`src/mct_regs.svh`:
```
`ifndef MCT_REGS_SVH
`define MCT_REGS_SVH
// Contract
// - Fast clock divided by 1, 2, 4 or 8.
// - Cycle period equals 12-bit count times reference period.
// - Cycle times discharge first, then recharges.
// - Period expiry during discharge abandons and flags time-out.
// - Reference select: 0 fast clock, 1 slow clock.
// - Pulsed mode runs the oscillator only while measuring; the code does so only with slow reference and single conversion.
// - Full bridge is two halves in alternating cycles.
// - Power modes: off, on, warm 640 or 1280 us.
// - One measurement is eight cycles per half.

// ----------------------------------------------------------------
// Register byte addresses
// ----------------------------------------------------------------
`define MCT_ADDR_W      6
`define MCT_CFG1_IDX    6'h01
`define MCT_CFG1_ADDR   (`MCT_CFG1_IDX * 6'h04)
`define MCT_CTRL_ADDR   6'h20
`define MCT_CMD_ADDR    6'h24
`define MCT_STAT_ADDR   6'h28
`define MCT_DTIME_ADDR  6'h2c

// ----------------------------------------------------------------
// Fields and reset values
// ----------------------------------------------------------------
`define MCT_CYC_LSB     12
`define MCT_CYC_MSB     23
`define MCT_CFG1_RST    24'h0e8001
`define MCT_CTRL_RST    7'h08
`define MCT_CMD_START   0
`define MCT_CMD_STOP    1
`define MCT_RESP_OKAY   2'h0
`define MCT_RESP_SLVERR 2'h2

// ----------------------------------------------------------------
// Timing
// ----------------------------------------------------------------
`define MCT_MCLK_KHZ    10000
`define MCT_WARM_SHORT_US 640
`define MCT_WARM_LONG_US  1280
`define MCT_WARM_SHORT_CYC ((`MCT_WARM_SHORT_US*`MCT_MCLK_KHZ+999)/1000)
`define MCT_WARM_LONG_CYC  ((`MCT_WARM_LONG_US*`MCT_MCLK_KHZ+999)/1000)
`define MCT_CYC_PER_HALF 4'h8
`endif

```
`src/mct_pkg.sv`:
```
package mct_pkg;
    // Measurement sequencer phases.
    typedef enum logic [1:0] {
        PH_IDLE,
        PH_WARM,
        PH_DIS,
        PH_REC
    } mct_phase_t;

    // Control register layout, divide select in the low bits.
    typedef struct packed {
        logic       full_bridge;
        logic       single_conversion_select;
        logic [1:0] fast_osc_power_mode;
        logic       cycle_reference_select;
        logic [1:0] fast_clock_divide_select;
    } mct_ctrl_t;

    // Settings handed to the reference generator.
    typedef struct packed {
        logic [1:0] fast_clock_divide_select;
        logic       cycle_reference_select;
    } mct_refcfg_t;

    // Byte-lane merge for AXI write strobes.
    function automatic logic [31:0] mct_merge(logic [31:0] o,
                                              logic [31:0] d,
                                              logic [3:0]  b);
        logic [31:0] r;
        r = o;
        for (int i = 0; i < 4; i++) begin
            if (b[i]) begin
                r[8*i +: 8] = d[8*i +: 8];
            end
        end
        return r;
    endfunction : mct_merge
endpackage : mct_pkg

```
`src/mct_refgen.sv`:
```
module mct_refgen (
    input  wire logic                 mclk,
    input  wire logic                 reset_n,
    input  wire logic                 fast_reference_clock,
    input  wire logic                 slow_osc_input,
    input  wire mct_pkg::mct_refcfg_t cfg,
    output logic                      ref_tick
);
    import mct_pkg::*;

    // ----------------------------------------------------------------
    // State
    // ----------------------------------------------------------------
    typedef struct packed {
        logic [1:0] fsync;   // Fast pin synchroniser.
        logic [1:0] ssync;   // Slow pin synchroniser.
        logic       flast;   // Previous synchronised fast level.
        logic       slast;   // Previous synchronised slow level.
        logic [2:0] divcnt;  // Fast edge counter for the divider.
        logic       tick;    // One-cycle reference tick.
    } mct_ref_state_t;

    mct_ref_state_t s, n;
    logic fedge, sedge;
    logic [2:0] mask;

    // Edges and divider mask. Pins are sampled by mclk, so the fast
    // reference must stay well below half the mclk rate.
    always_comb begin
        n      = s;
        fedge  = s.fsync[1] & ~s.flast;
        sedge  = s.ssync[1] & ~s.slast;
        mask   = 3'((4'h1 << cfg.fast_clock_divide_select) - 4'h1);
        n.fsync = {s.fsync[0], fast_reference_clock};
        n.ssync = {s.ssync[0], slow_osc_input};
        n.flast = s.fsync[1];
        n.slast = s.ssync[1];
        if (fedge) begin
            n.divcnt = s.divcnt + 3'h1;
        end
        // Select the time base of the cycle period.
        if (cfg.cycle_reference_select) begin
            n.tick = sedge;
        end else begin
            n.tick = fedge && ((s.divcnt & mask) == mask);
        end
    end

    // Register the whole state.
    always_ff @(posedge mclk or negedge reset_n) begin
        if (!reset_n) begin
            s <= '0;
        end else begin
            s <= n;
        end
    end

    assign ref_tick = s.tick;
endmodule : mct_refgen

```
`src/mct_timer.sv`:
```
// Added by the designer: the AXI4-Lite slave port.
`include "mct_regs.svh"
module mct_timer #(
    parameter int WARM_SHORT_CYC = `MCT_WARM_SHORT_CYC,
    parameter int WARM_LONG_CYC  = `MCT_WARM_LONG_CYC
) (
    input  wire logic                   mclk,
    input  wire logic                   reset_n,
    input  wire logic                   fast_reference_clock,
    input  wire logic                   slow_osc_input,
    input  wire logic                   comparator_trip,
    input  wire logic [`MCT_ADDR_W-1:0] s_axi_awaddr,
    input  wire logic                   s_axi_awvalid,
    output logic                        s_axi_awready,
    input  wire logic [31:0]            s_axi_wdata,
    input  wire logic [3:0]             s_axi_wstrb,
    input  wire logic                   s_axi_wvalid,
    output logic                        s_axi_wready,
    output logic [1:0]                  s_axi_bresp,
    output logic                        s_axi_bvalid,
    input  wire logic                   s_axi_bready,
    input  wire logic [`MCT_ADDR_W-1:0] s_axi_araddr,
    input  wire logic                   s_axi_arvalid,
    output logic                        s_axi_arready,
    output logic [31:0]                 s_axi_rdata,
    output logic [1:0]                  s_axi_rresp,
    output logic                        s_axi_rvalid,
    input  wire logic                   s_axi_rready,
    output logic                        fast_osc_enable,
    output logic                        discharge_active,
    output logic                        bridge_half_select,
    output logic                        measure_done,
    output logic                        time_out_flag
);
    import mct_pkg::*;

    // The warm-up counter is 14 bits wide.
    if (WARM_SHORT_CYC < 1 || WARM_LONG_CYC < 1
        || WARM_SHORT_CYC > 16384 || WARM_LONG_CYC > 16384) begin : g_chk
        $error("warm-up counts out of range");
    end

    // ----------------------------------------------------------------
    // State
    // ----------------------------------------------------------------
    typedef struct packed {
        mct_phase_t             phase;    // Sequencer phase.
        logic [23:0]            cfg1;     // Averaging and cycle config.
        mct_ctrl_t              ctrl;     // Clock and mode control.
        logic [13:0]            warm;     // Oscillator settle counter.
        logic [11:0]            refcnt;   // Reference ticks this cycle.
        logic [15:0]            dcnt;     // Discharge time in mclk.
        logic [15:0]            dtime;    // Last discharge time.
        logic [3:0]             cyc;      // Cycle within measurement.
        logic                   half;     // Half bridge in use.
        logic                   timeout;  // Sticky time-out flag.
        logic                   osc_on;   // Oscillator enable.
        logic                   discharge;// Discharge phase output.
        logic                   done;     // Measurement end pulse.
        logic [1:0]             tsync;    // Comparator synchroniser.
        logic                   aw_held;  // Write address captured.
        logic                   w_held;   // Write data captured.
        logic [`MCT_ADDR_W-1:0] waddr;
        logic [31:0]            wdata;
        logic [3:0]             wstrb;
        logic                   awready;
        logic                   wready;
        logic                   bvalid;
        logic [1:0]             bresp;
        logic                   arready;
        logic                   rvalid;
        logic [31:0]            rdata;
        logic [1:0]             rresp;
    } mct_state_t;

    mct_state_t s, n;
    logic        ref_tick;   // Reference tick from the generator.
    logic        trip;       // Synchronised comparator crossing.
    logic        expire;     // Cycle period ends with this tick.
    logic        start_cmd;
    logic        stop_cmd;
    logic [3:0]  last_cyc;
    logic [13:0] warm_lim;
    logic [`MCT_ADDR_W-1:0] wa, ra;

    // ----------------------------------------------------------------
    // Reference clock path
    // ----------------------------------------------------------------
    mct_refgen u_refgen (
        .mclk                 (mclk),
        .reset_n              (reset_n),
        .fast_reference_clock (fast_reference_clock),
        .slow_osc_input       (slow_osc_input),
        .cfg                  ('{s.ctrl.fast_clock_divide_select,
                                 s.ctrl.cycle_reference_select}),
        .ref_tick             (ref_tick)
    );

    // Next-state logic: bus slave first, then the sequencer, so that a
    // time-out in the same cycle as a status read still sets the flag.
    always_comb begin
        n         = s;
        n.done    = 1'b0;
        start_cmd = 1'b0;
        stop_cmd  = 1'b0;
        n.tsync   = {s.tsync[0], comparator_trip};
        trip      = s.tsync[1];
        expire    = ref_tick && ({1'b0, s.refcnt} + 13'h1
                    >= {1'b0, s.cfg1[`MCT_CYC_MSB:`MCT_CYC_LSB]});
        last_cyc  = s.ctrl.full_bridge ? 4'((`MCT_CYC_PER_HALF << 1) - 4'h1)
                                       : `MCT_CYC_PER_HALF - 4'h1;
        warm_lim  = (s.ctrl.fast_osc_power_mode == 2'h3)
                    ? 14'(WARM_LONG_CYC - 1) : 14'(WARM_SHORT_CYC - 1);
        wa        = {s.waddr[`MCT_ADDR_W-1:2], 2'h0};
        ra        = {s_axi_araddr[`MCT_ADDR_W-1:2], 2'h0};

        // Write channels are taken independently, in either order.
        if (s_axi_awvalid && s.awready) begin
            n.aw_held = 1'b1;
            n.waddr   = s_axi_awaddr;
        end
        if (s_axi_wvalid && s.wready) begin
            n.w_held = 1'b1;
            n.wdata  = s_axi_wdata;
            n.wstrb  = s_axi_wstrb;
        end
        if (s.bvalid && s_axi_bready) begin
            n.bvalid = 1'b0;
        end
        if (s.aw_held && s.w_held && !s.bvalid) begin
            n.aw_held = 1'b0;
            n.w_held  = 1'b0;
            n.bvalid  = 1'b1;
            n.bresp   = `MCT_RESP_OKAY;
            if (wa == `MCT_CFG1_ADDR) begin
                n.cfg1 = 24'(mct_merge({8'h0, s.cfg1}, s.wdata, s.wstrb));
            end else if (wa == `MCT_CTRL_ADDR) begin
                n.ctrl = 7'(mct_merge({25'h0, s.ctrl}, s.wdata, s.wstrb));
            end else if (wa == `MCT_CMD_ADDR) begin
                start_cmd = s.wstrb[0] && s.wdata[`MCT_CMD_START];
                stop_cmd  = s.wstrb[0] && s.wdata[`MCT_CMD_STOP];
            end else if (wa != `MCT_STAT_ADDR && wa != `MCT_DTIME_ADDR) begin
                n.bresp = `MCT_RESP_SLVERR;
            end
        end

        // Read channel; reading status clears the time-out flag.
        if (s.rvalid && s_axi_rready) begin
            n.rvalid = 1'b0;
        end
        if (s_axi_arvalid && s.arready) begin
            n.rvalid = 1'b1;
            n.rresp  = `MCT_RESP_OKAY;
            n.rdata  = 32'h0;
            if (ra == `MCT_CFG1_ADDR) begin
                n.rdata = {8'h0, s.cfg1};
            end else if (ra == `MCT_CTRL_ADDR) begin
                n.rdata = {25'h0, s.ctrl};
            end else if (ra == `MCT_STAT_ADDR) begin
                n.rdata   = {25'h0, s.half, s.cyc, s.phase != PH_IDLE,
                             s.timeout};
                n.timeout = 1'b0;
            end else if (ra == `MCT_DTIME_ADDR) begin
                n.rdata = {16'h0, s.dtime};
            end else if (ra != `MCT_CMD_ADDR) begin
                n.rresp = `MCT_RESP_SLVERR;
            end
        end

        // Measurement sequencer.
        unique case (s.phase)
            PH_IDLE: begin
                if (start_cmd) begin
                    n.cyc  = 4'h0;
                    n.half = 1'b0;
                    if (s.ctrl.fast_osc_power_mode[1] && !s.osc_on) begin
                        n.warm  = 14'h0;
                        n.phase = PH_WARM;
                    end else begin
                        n.phase = PH_DIS;
                    end
                end
            end
            PH_WARM: begin
                // Let the oscillator settle before the first cycle.
                n.warm = s.warm + 14'h1;
                if (s.warm >= warm_lim) begin
                    n.phase = PH_DIS;
                end
            end
            PH_DIS: begin
                n.dcnt = (s.dcnt == 16'hffff) ? s.dcnt : s.dcnt + 16'h1;
                if (ref_tick) begin
                    n.refcnt = s.refcnt + 12'h1;
                end
                if (trip) begin
                    // Threshold crossed: keep the time, start recharge.
                    n.dtime = s.dcnt;
                    n.phase = PH_REC;
                end else if (expire) begin
                    // Discharge outlasted the cycle; give up the result.
                    n.timeout = 1'b1;
                    n.phase   = PH_IDLE;
                end
            end
            PH_REC: begin
                if (ref_tick) begin
                    n.refcnt = s.refcnt + 12'h1;
                end
                if (expire) begin
                    if (s.cyc == last_cyc) begin
                        n.done = 1'b1;
                        n.cyc  = 4'h0;
                        n.half = 1'b0;
                        n.phase = s.ctrl.single_conversion_select
                                  ? PH_IDLE : PH_DIS;
                    end else begin
                        n.cyc   = s.cyc + 4'h1;
                        n.half  = s.ctrl.full_bridge ? ~s.half : 1'b0;
                        n.phase = PH_DIS;
                    end
                end
            end
        endcase
        if (stop_cmd) begin
            n.phase = PH_IDLE;
        end
        // A fresh cycle starts with the capacitor discharging.
        if (n.phase == PH_DIS && s.phase != PH_DIS) begin
            n.refcnt = 12'h0;
            n.dcnt   = 16'h0;
        end
        n.discharge = (n.phase == PH_DIS);

        // Oscillator power: pulsed only with slow base and single shot.
        unique case (n.ctrl.fast_osc_power_mode)
            2'h0: n.osc_on = 1'b0;
            2'h1: n.osc_on = 1'b1;
            default: n.osc_on = (n.ctrl.cycle_reference_select
                                 && n.ctrl.single_conversion_select)
                                ? (n.phase != PH_IDLE) : 1'b1;
        endcase

        // Ready outputs follow the held, bvalid and rvalid flags so that each stays a flop.
        n.awready = !n.aw_held && !n.bvalid;
        n.wready  = !n.w_held && !n.bvalid;
        n.arready = !n.rvalid;
    end

    // Register the whole state; reset takes constants only.
    always_ff @(posedge mclk or negedge reset_n) begin
        if (!reset_n) begin
            s       <= '0;
            s.phase <= PH_IDLE;
            s.cfg1  <= `MCT_CFG1_RST;
            s.ctrl  <= `MCT_CTRL_RST;
        end else begin
            s <= n;
        end
    end

    assign s_axi_awready      = s.awready;
    assign s_axi_wready       = s.wready;
    assign s_axi_bvalid       = s.bvalid;
    assign s_axi_bresp        = s.bresp;
    assign s_axi_arready      = s.arready;
    assign s_axi_rvalid       = s.rvalid;
    assign s_axi_rdata        = s.rdata;
    assign s_axi_rresp        = s.rresp;
    assign fast_osc_enable    = s.osc_on;
    assign discharge_active   = s.discharge;
    assign bridge_half_select = s.half;
    assign measure_done       = s.done;
    assign time_out_flag      = s.timeout;
endmodule : mct_timer

```
`config.mk`:
```
export PLATFORM = sky130hd
export DESIGN_NAME = mct_timer
export DESIGN_NICKNAME = d
export VERILOG_FILES = /design/src/mct_pkg.sv /design/src/mct_refgen.sv /design/src/mct_timer.sv
export VERILOG_INCLUDE_DIRS = /design/src
export SDC_FILE = /design/constraint.sdc
export NUM_CORES = 1
export LEC_CHECK = 0
export ABC_AREA = 1
export BUFFER_PORTS_ARGS = -buffer_cell sky130_fd_sc_hd__buf_2
export CAP_MARGIN = 20
export CELL_PAD_IN_SITES_DETAIL_PLACEMENT = 1
export CELL_PAD_IN_SITES_GLOBAL_PLACEMENT = 2
export CORE_MARGIN = 3
export CORE_UTILIZATION = 35
export DETAILED_ROUTE_END_ITERATION = 7
export PLACE_DENSITY_LB_ADDON = 0.25
export SYNTH_ARGS = -nofsm -noshare
export SYNTH_HDL_FRONTEND = slang
export SYNTH_SLANG_ARGS = --single-unit
```
`constraint.sdc`:
```
create_clock -name mclk -period 8.6 [get_ports mclk]
set_clock_uncertainty 0.15 [all_clocks]
set_input_delay 1.72 -clock mclk [delete_from_list [all_inputs] [get_ports mclk]]
set_output_delay 1.72 -clock mclk [all_outputs]
set_load 0.005 [all_outputs]
```
---- Yosys cells after proc, flatten, opt, wreduce, memory -nomap -nowiden ----
Index checks and enable logic that the tools add are counted.
operators by class
  bitwise gates (word level) .............. 7
  muxes and demuxes ....................... 71
  shift operators ......................... 1
  order comparisons ....................... 2
  reduce and logical (&&, ||, !) cells .... 42
  add/sub/neg operators ................... 7
  equality and inequality tests ........... 24
operators with widths
  cell                                                             count
  16-bit two-way mux                                               5
  14-bit two-way mux                                               3
  2-bit two-way mux                                                19
  35-bit two-way mux                                               1
  32-bit two-way mux                                               1
  28-bit two-way mux                                               1
  14-bit case mux with 2 select lines                              1
  1-bit two-way mux                                                25
  12-bit two-way mux                                               2
  24-bit two-way mux                                               1
  6-bit two-way mux                                                4
  4-bit equality test, second input constant                       5
  1-bit logical AND                                                17
  16-bit by 1-bit adder with 16-bit output, second input constant  1
  16-bit equality test, second input constant                      1
  5-bit two-way mux                                                3
  3-bit AND reduction                                              5
  14-bit by 1-bit adder with 14-bit output, second input constant  1
  14-bit >= comparator                                             1
  2-bit nonzero test                                               7
  12-bit by 1-bit adder with 13-bit output, second input constant  1
  13-bit by 12-bit >= comparator with 1-bit output                 1
  12-bit by 1-bit adder with 12-bit output, second input constant  1
  4-bit != test, second input constant                             3
  24 further kinds                                                 44
word-level totals
  bits in registers ....................... 188

---- Longest topological paths before layout ----
  depth after elaboration ................. 12
  mapped depth ............................ 27
  gate-level depth less buffers ........... 27

---- Cells and area by module ----
From an unflattened synthesis, not the netlist that was laid out.
unflattened totals
  cells, all modules ...................... 1,037
  area, all modules ....................... 8,612.0 um^2
by module, submodules not included
  module      seq. area each (um^2)  area each (um^2)  cells an instance  times used
  mct_timer   4,161.5                8,240.4           1,001              1
  mct_refgen  250.2                  371.6             36                 1

---- Worst setup path after synthesis ----
OpenSTA, ideal clock, no wires.
  kind .................................... input-to-reg
  from .................................... input s_axi_araddr[3]
  to ...................................... register s, in the netlist s_axi_rdata[3]
  path slack .............................. 5.469 ns
  library setup time ...................... 0.129 ns
  data arrival time ....................... 2.851 ns
  cell stages on the path ................. 6
  cell sequence ........................... clkbuf_1 > nor4_4 > nor2_1 > clkbuf_1 > o21ai_0 > nand3_1
between the ends
  cells in the longest elaborated chain, start to end .. 5
  elaborated cells between the ends (all ways) .. 8
  those cells by class .................... 4 x eq/ne; 4 x mux
ends and longest elaborated chain
  what                           line              text
  start: declaration             mct_timer.sv:22   input wire logic [`MCT_ADDR_W-1:0] s_axi_araddr,
  4-bit equality test (no line)  -
  16-bit two-way mux             mct_timer.sv:163  end else if (ra == `MCT_DTIME_ADDR) begin
  16-bit two-way mux             mct_timer.sv:159  end else if (ra == `MCT_STAT_ADDR) begin
  16-bit two-way mux             mct_timer.sv:157  end else if (ra == `MCT_CTRL_ADDR) begin
  24-bit two-way mux (*)         mct_timer.sv:155  if (ra == `MCT_CFG1_ADDR) begin
  end signal: assignment         mct_timer.sv:258  s <= n;
  end: declaration               mct_timer.sv:76   mct_state_t s, n;
Every way passes the cells marked *; elsewhere a longest branch is shown, timed or not.
A chain may end at the register's enable or synchronous reset.

---- Worst setup path after layout ----
  from .................................... register s[128] (netlist bit)
  to ...................................... register s[129] (netlist bit)
between the ends
  cells in the longest elaborated chain, start to end .. 11
  elaborated cells between the ends (all ways) .. 17
  those cells by class .................... 2 x add/sub; 1 x order compare; 1 x eq/ne; 8 x mux; 5 x reduce/logical
ends and longest elaborated chain
  what                                              line              text
  12-bit by 1-bit adder with 13-bit output          mct_timer.sv:108  expire = ref_tick && ({1'b0, s.refcnt} + 13'h1
  13-bit by 12-bit >= comparator with 1-bit output  mct_timer.sv:108
  1-bit logical AND                                 mct_timer.sv:108
  2-bit two-way mux                                 mct_timer.sv:200  end else if (expire) begin
  2-bit two-way mux                                 mct_timer.sv:196  if (trip) begin
  2-bit case mux with 4 select lines                mct_timer.sv:171  unique case (s.phase)
  2-bit two-way mux                                 mct_timer.sv:225  if (stop_cmd) begin
  2-bit equality test                               mct_timer.sv:229  if (n.phase == PH_DIS && s.phase != PH_DIS) begin
  1-bit logical AND                                 mct_timer.sv:229
  2-bit nonzero test (no line)                      -
  2-bit AND reduction (no line)                     -
Parallel ways exist; a longest one is shown, timed or not. The select of a mux whose other input is x is not followed.

==> key figures <==
Worst hold path
  • Hold crit path type: reg -> reg

CTS
  • # H-tree levels: 4
  • Clk_lat worst skew: 440 ps
  • Num Clock Sinks: 176
  • Resize count post-CTS: 0
  • Reg clk slew, reported paths: 60 ps
  • Clk buf depth: 2
  • CTS tree: yes
  • Num CTS Buffers: 17
  • Post-CTS Setup Bufs: 0
  • Post-CTS Hold Buffers: 0
  • CTS root buf: clkbuf_16

STA
  • Final setup violating endpoints: 0
  • Fin. Hold Viols: 0
  • Fin crit share: 40.9%
  • RSZ-0062 raised after global routing: false
  • Max frequency: 284 MHz
  • Final Slew Violations: 0
  • Worst Max-Slew Pin Slew: 999 ps
  • Max-slew headroom: 32.9%
  • Setup tns final: 0 ps
  • Final Critical Period: 3520 ps

Global routing
  • Largest net degree at the start of global routing: 105
  • Gr busiest metal: met2
  • GRT overflow: 0
  • M2 GR Usage: 30.1%
  • GRT Total Usage: 17.2%
  • First-pass GRT wire length: 35400 um
  • Global Route met1 Usage: 21.9%
  • Met3 GRT Util: 3.47%
  • Number of global-route vias before repair: 6813
  • Number of antenna violations at the first check in global routing: 0

Layout
  • Multi-input gate area: 3220 um^2
  • Area grow syn2layout: 13.3%
  • Fillers: 2862
  • Storage cell area: 4410 um^2
  • Final instance area: 9650 um^2
  • Ant. Diodes: 0
  • Fin nets: 1105
  • Share of layout cells above drive strength 1: 15.4%

Routing
  • DR iter-0 viols: 255
  • Detail Route Antenna Nets: 0
  • DR WL/cell: 15.8 um
  • Via count: 6453
  • Total iterations of the first detailed-routing run: 5
  • Overall routed net length: 21400 um
  • Vias per std cell: 4.75
  • DRC violation count after routing: 0

Synthesis
  • Largest cells by area after synthesis: dfrtp_1, nand2_1, inv_1, o21ai_0, nor2_1
  • Synth async-reset ratio: 100%
  • Area leader, netlist: dfrtp_1
  • Sequential share of the synthesized area: 51.8%
  • Post-synthesis cell count: 979
  • Post-synth top cells: nand2_1, dfrtp_1, inv_1
  • Syn. warnings: 0
  • Most frequent cell after synthesis: nand2_1
  • EDFF count, synth: 0
  • Mapped Area: 8520 um^2
  • Seq cells post-synth: 176
  • Avg Inst Size Synth: 8.70 um^2
  • Share of the synthesized area in the top cell type: 49.9%
  • Post-synthesis cell type count: 49
  • Main synth FF type: dfrtp_1

Power and ir drop
  • Part of the power in registers: 41.7%
  • Logic pwr share: 28.7%
  • Clock Power Share: 29.6%
  • Switching share of power: 36.1%
  • Power per Cell Area: 300 nW/um^2
  • P_sw: 1.05 mW
  • Internal: 1.85 mW
  • Tot Pwr: 2.90 mW
  • Leakage power: 4.71 nW
  • Peak VDD IR: 0.000147 V

Floorplan
  • Total core area: 23700 um^2
  • Die Span Y: 162 um
  • Starting Density: 36.0%
  • Die Span X: 162 um
  • Die area: 26200 um^2
  • Site row count: 56
  • I/O Pins: 104

Placement
  • Routability congestion estimate: 0.748
  • DP HPWL: 15500 um
  • Port Buffers: 80
  • Area post-placement: 9000 um^2

Setup path
  • Crit Path Max Fanout: 26
  • Top cell by count, worst path: nand2_1
  • CP top delay family: simple AND/OR/NAND/NOR gates
  • Worst path slowest cell: dfrtp_1
  • Critical Path AT: 3670 ps
  • Setup crit end kind: flop
  • Critical path's largest stage delay: 430 ps
  • WP buf/inv: 6
  • Worst setup SP type: flop
  • Worst endpoint required time: 8750 ps
  • Critical path type: reg -> reg

Flow run
  • Total of max-cap violations: 0

Run status
  • Outcome: finished clean
layer usage:
layer / vias to the layer above / wire length (um)
met5: - / 0
met4: 0 / 206
met3: 14 / 624
met2: 73 / 10800
met1: 3178 / 9820
li1: 3188 / -
area by class of cell:
class	count	share of cell area, %
timing repair buffer	83	4.58
tap	319	4.14
clock inverter	13	2.01
clock buffer	19	4.69
inverter	136	5.46
sequential	176	45.7
multi-input combinational	613	33.4
worst register-to-register path: cells and delay by family (launching register included):
kind	cells	cell delay (ps)
buffers and inverters	6	640
AOI/OAI and AO/OA	2	230
DFF	1	430
adders and majority gates	1	290
and+or+nand+nor	16	1660
logic make-up (layout without fill, tap and decap cells):
| family | after synthesis | after routing | share of synthesized area (%) |
|---|---|---|---|
| other | 1 | 10 | 0.0440 |
| AND/OR/NAND/NOR | 391 | 391 | 21.1 |
| buffers and inverters | 199 | 251 | 10.7 |
| AO/OA/AOI/OAI | 168 | 168 | 10.9 |
| XOR/XNOR | 23 | 23 | 2.37 |
| adder cells (fa/ha/maj) | 20 | 20 | 2.94 |
| multiplexers | 1 | 1 | 0.132 |
| flip-flops | 176 | 176 | 51.8 |
state kept, by name, summed over array words and instances, names as in the netlist, 4 cells and up:
| register | cells |
|---|---|
| s_axi_rdata | 24 |
| u_refgen.s | 5 |
| s | 129 |
| u_refgen.n | 4 |
path summary, 6_finish.rpt:
check / startpoint / to / slack (ps) / cells after the start
min in group asynchronous: reset_n / s[183] / 1230 / 1
setup / recovery: s[128] / s[129] / 5080 / 25
hold / removal: u_refgen.n[9] / u_refgen.n[5] / 200 / 0
setup reg to reg: s[128] / s[129] / 5080 / 25
hold reg to reg: u_refgen.n[9] / u_refgen.n[5] / 200 / 0
max in group asynchronous: reset_n / s[94] / 5490 / 2
metrics by stage:
step                      setup WS [ps]  cells  hold slack (ps)  utilization (%)
after floorplan                    5470    988              181                -
after CTS                          5010   1359              204             40.7
after global placement             4530   1326              182             37.9
final                              5080   1359              202             40.7
after detailed placement           4600   1327              189             38.0
after global routing               4630   1359              209             40.7
layout by cell type, fill, tap and decap left out, types with 3 or more instances in the layout:
cell type	count
o21ai_1	7
conb_1	10
o21ai_0	84
a21oi_1	43
a211oi_1	8
nor3_4	4
nor4_1	3
nor3_1	18
nand3_1	44
xor2_1	21
bufinv_16	4
o22ai_1	6
nand4_1	8
buf_2	79
o211ai_1	8
nor2_1	82
inv_6	6
inv_1	121
ha_1	20
nand3_2	4
o221ai_1	4
dfrtp_1	170
nand2_1	207
nand2_4	3
nor2_2	4
inv_2	11
o21bai_1	3
clkbuf_16	17
dfstp_2	6
power groups by stage:
stage	Clock, mW	Sequential, mW	Combinational [mW]
3_3_place_gp	0	1.22	0.824
6_report	0.857	1.21	0.832
5_1_grt	0.919	1.24	0.977
3_5_place_dp	0	1.23	0.852
2_1_floorplan	0	1.18	0.637
4_1_cts	0.882	1.21	0.858
Power figures use the tool's default switching activity.
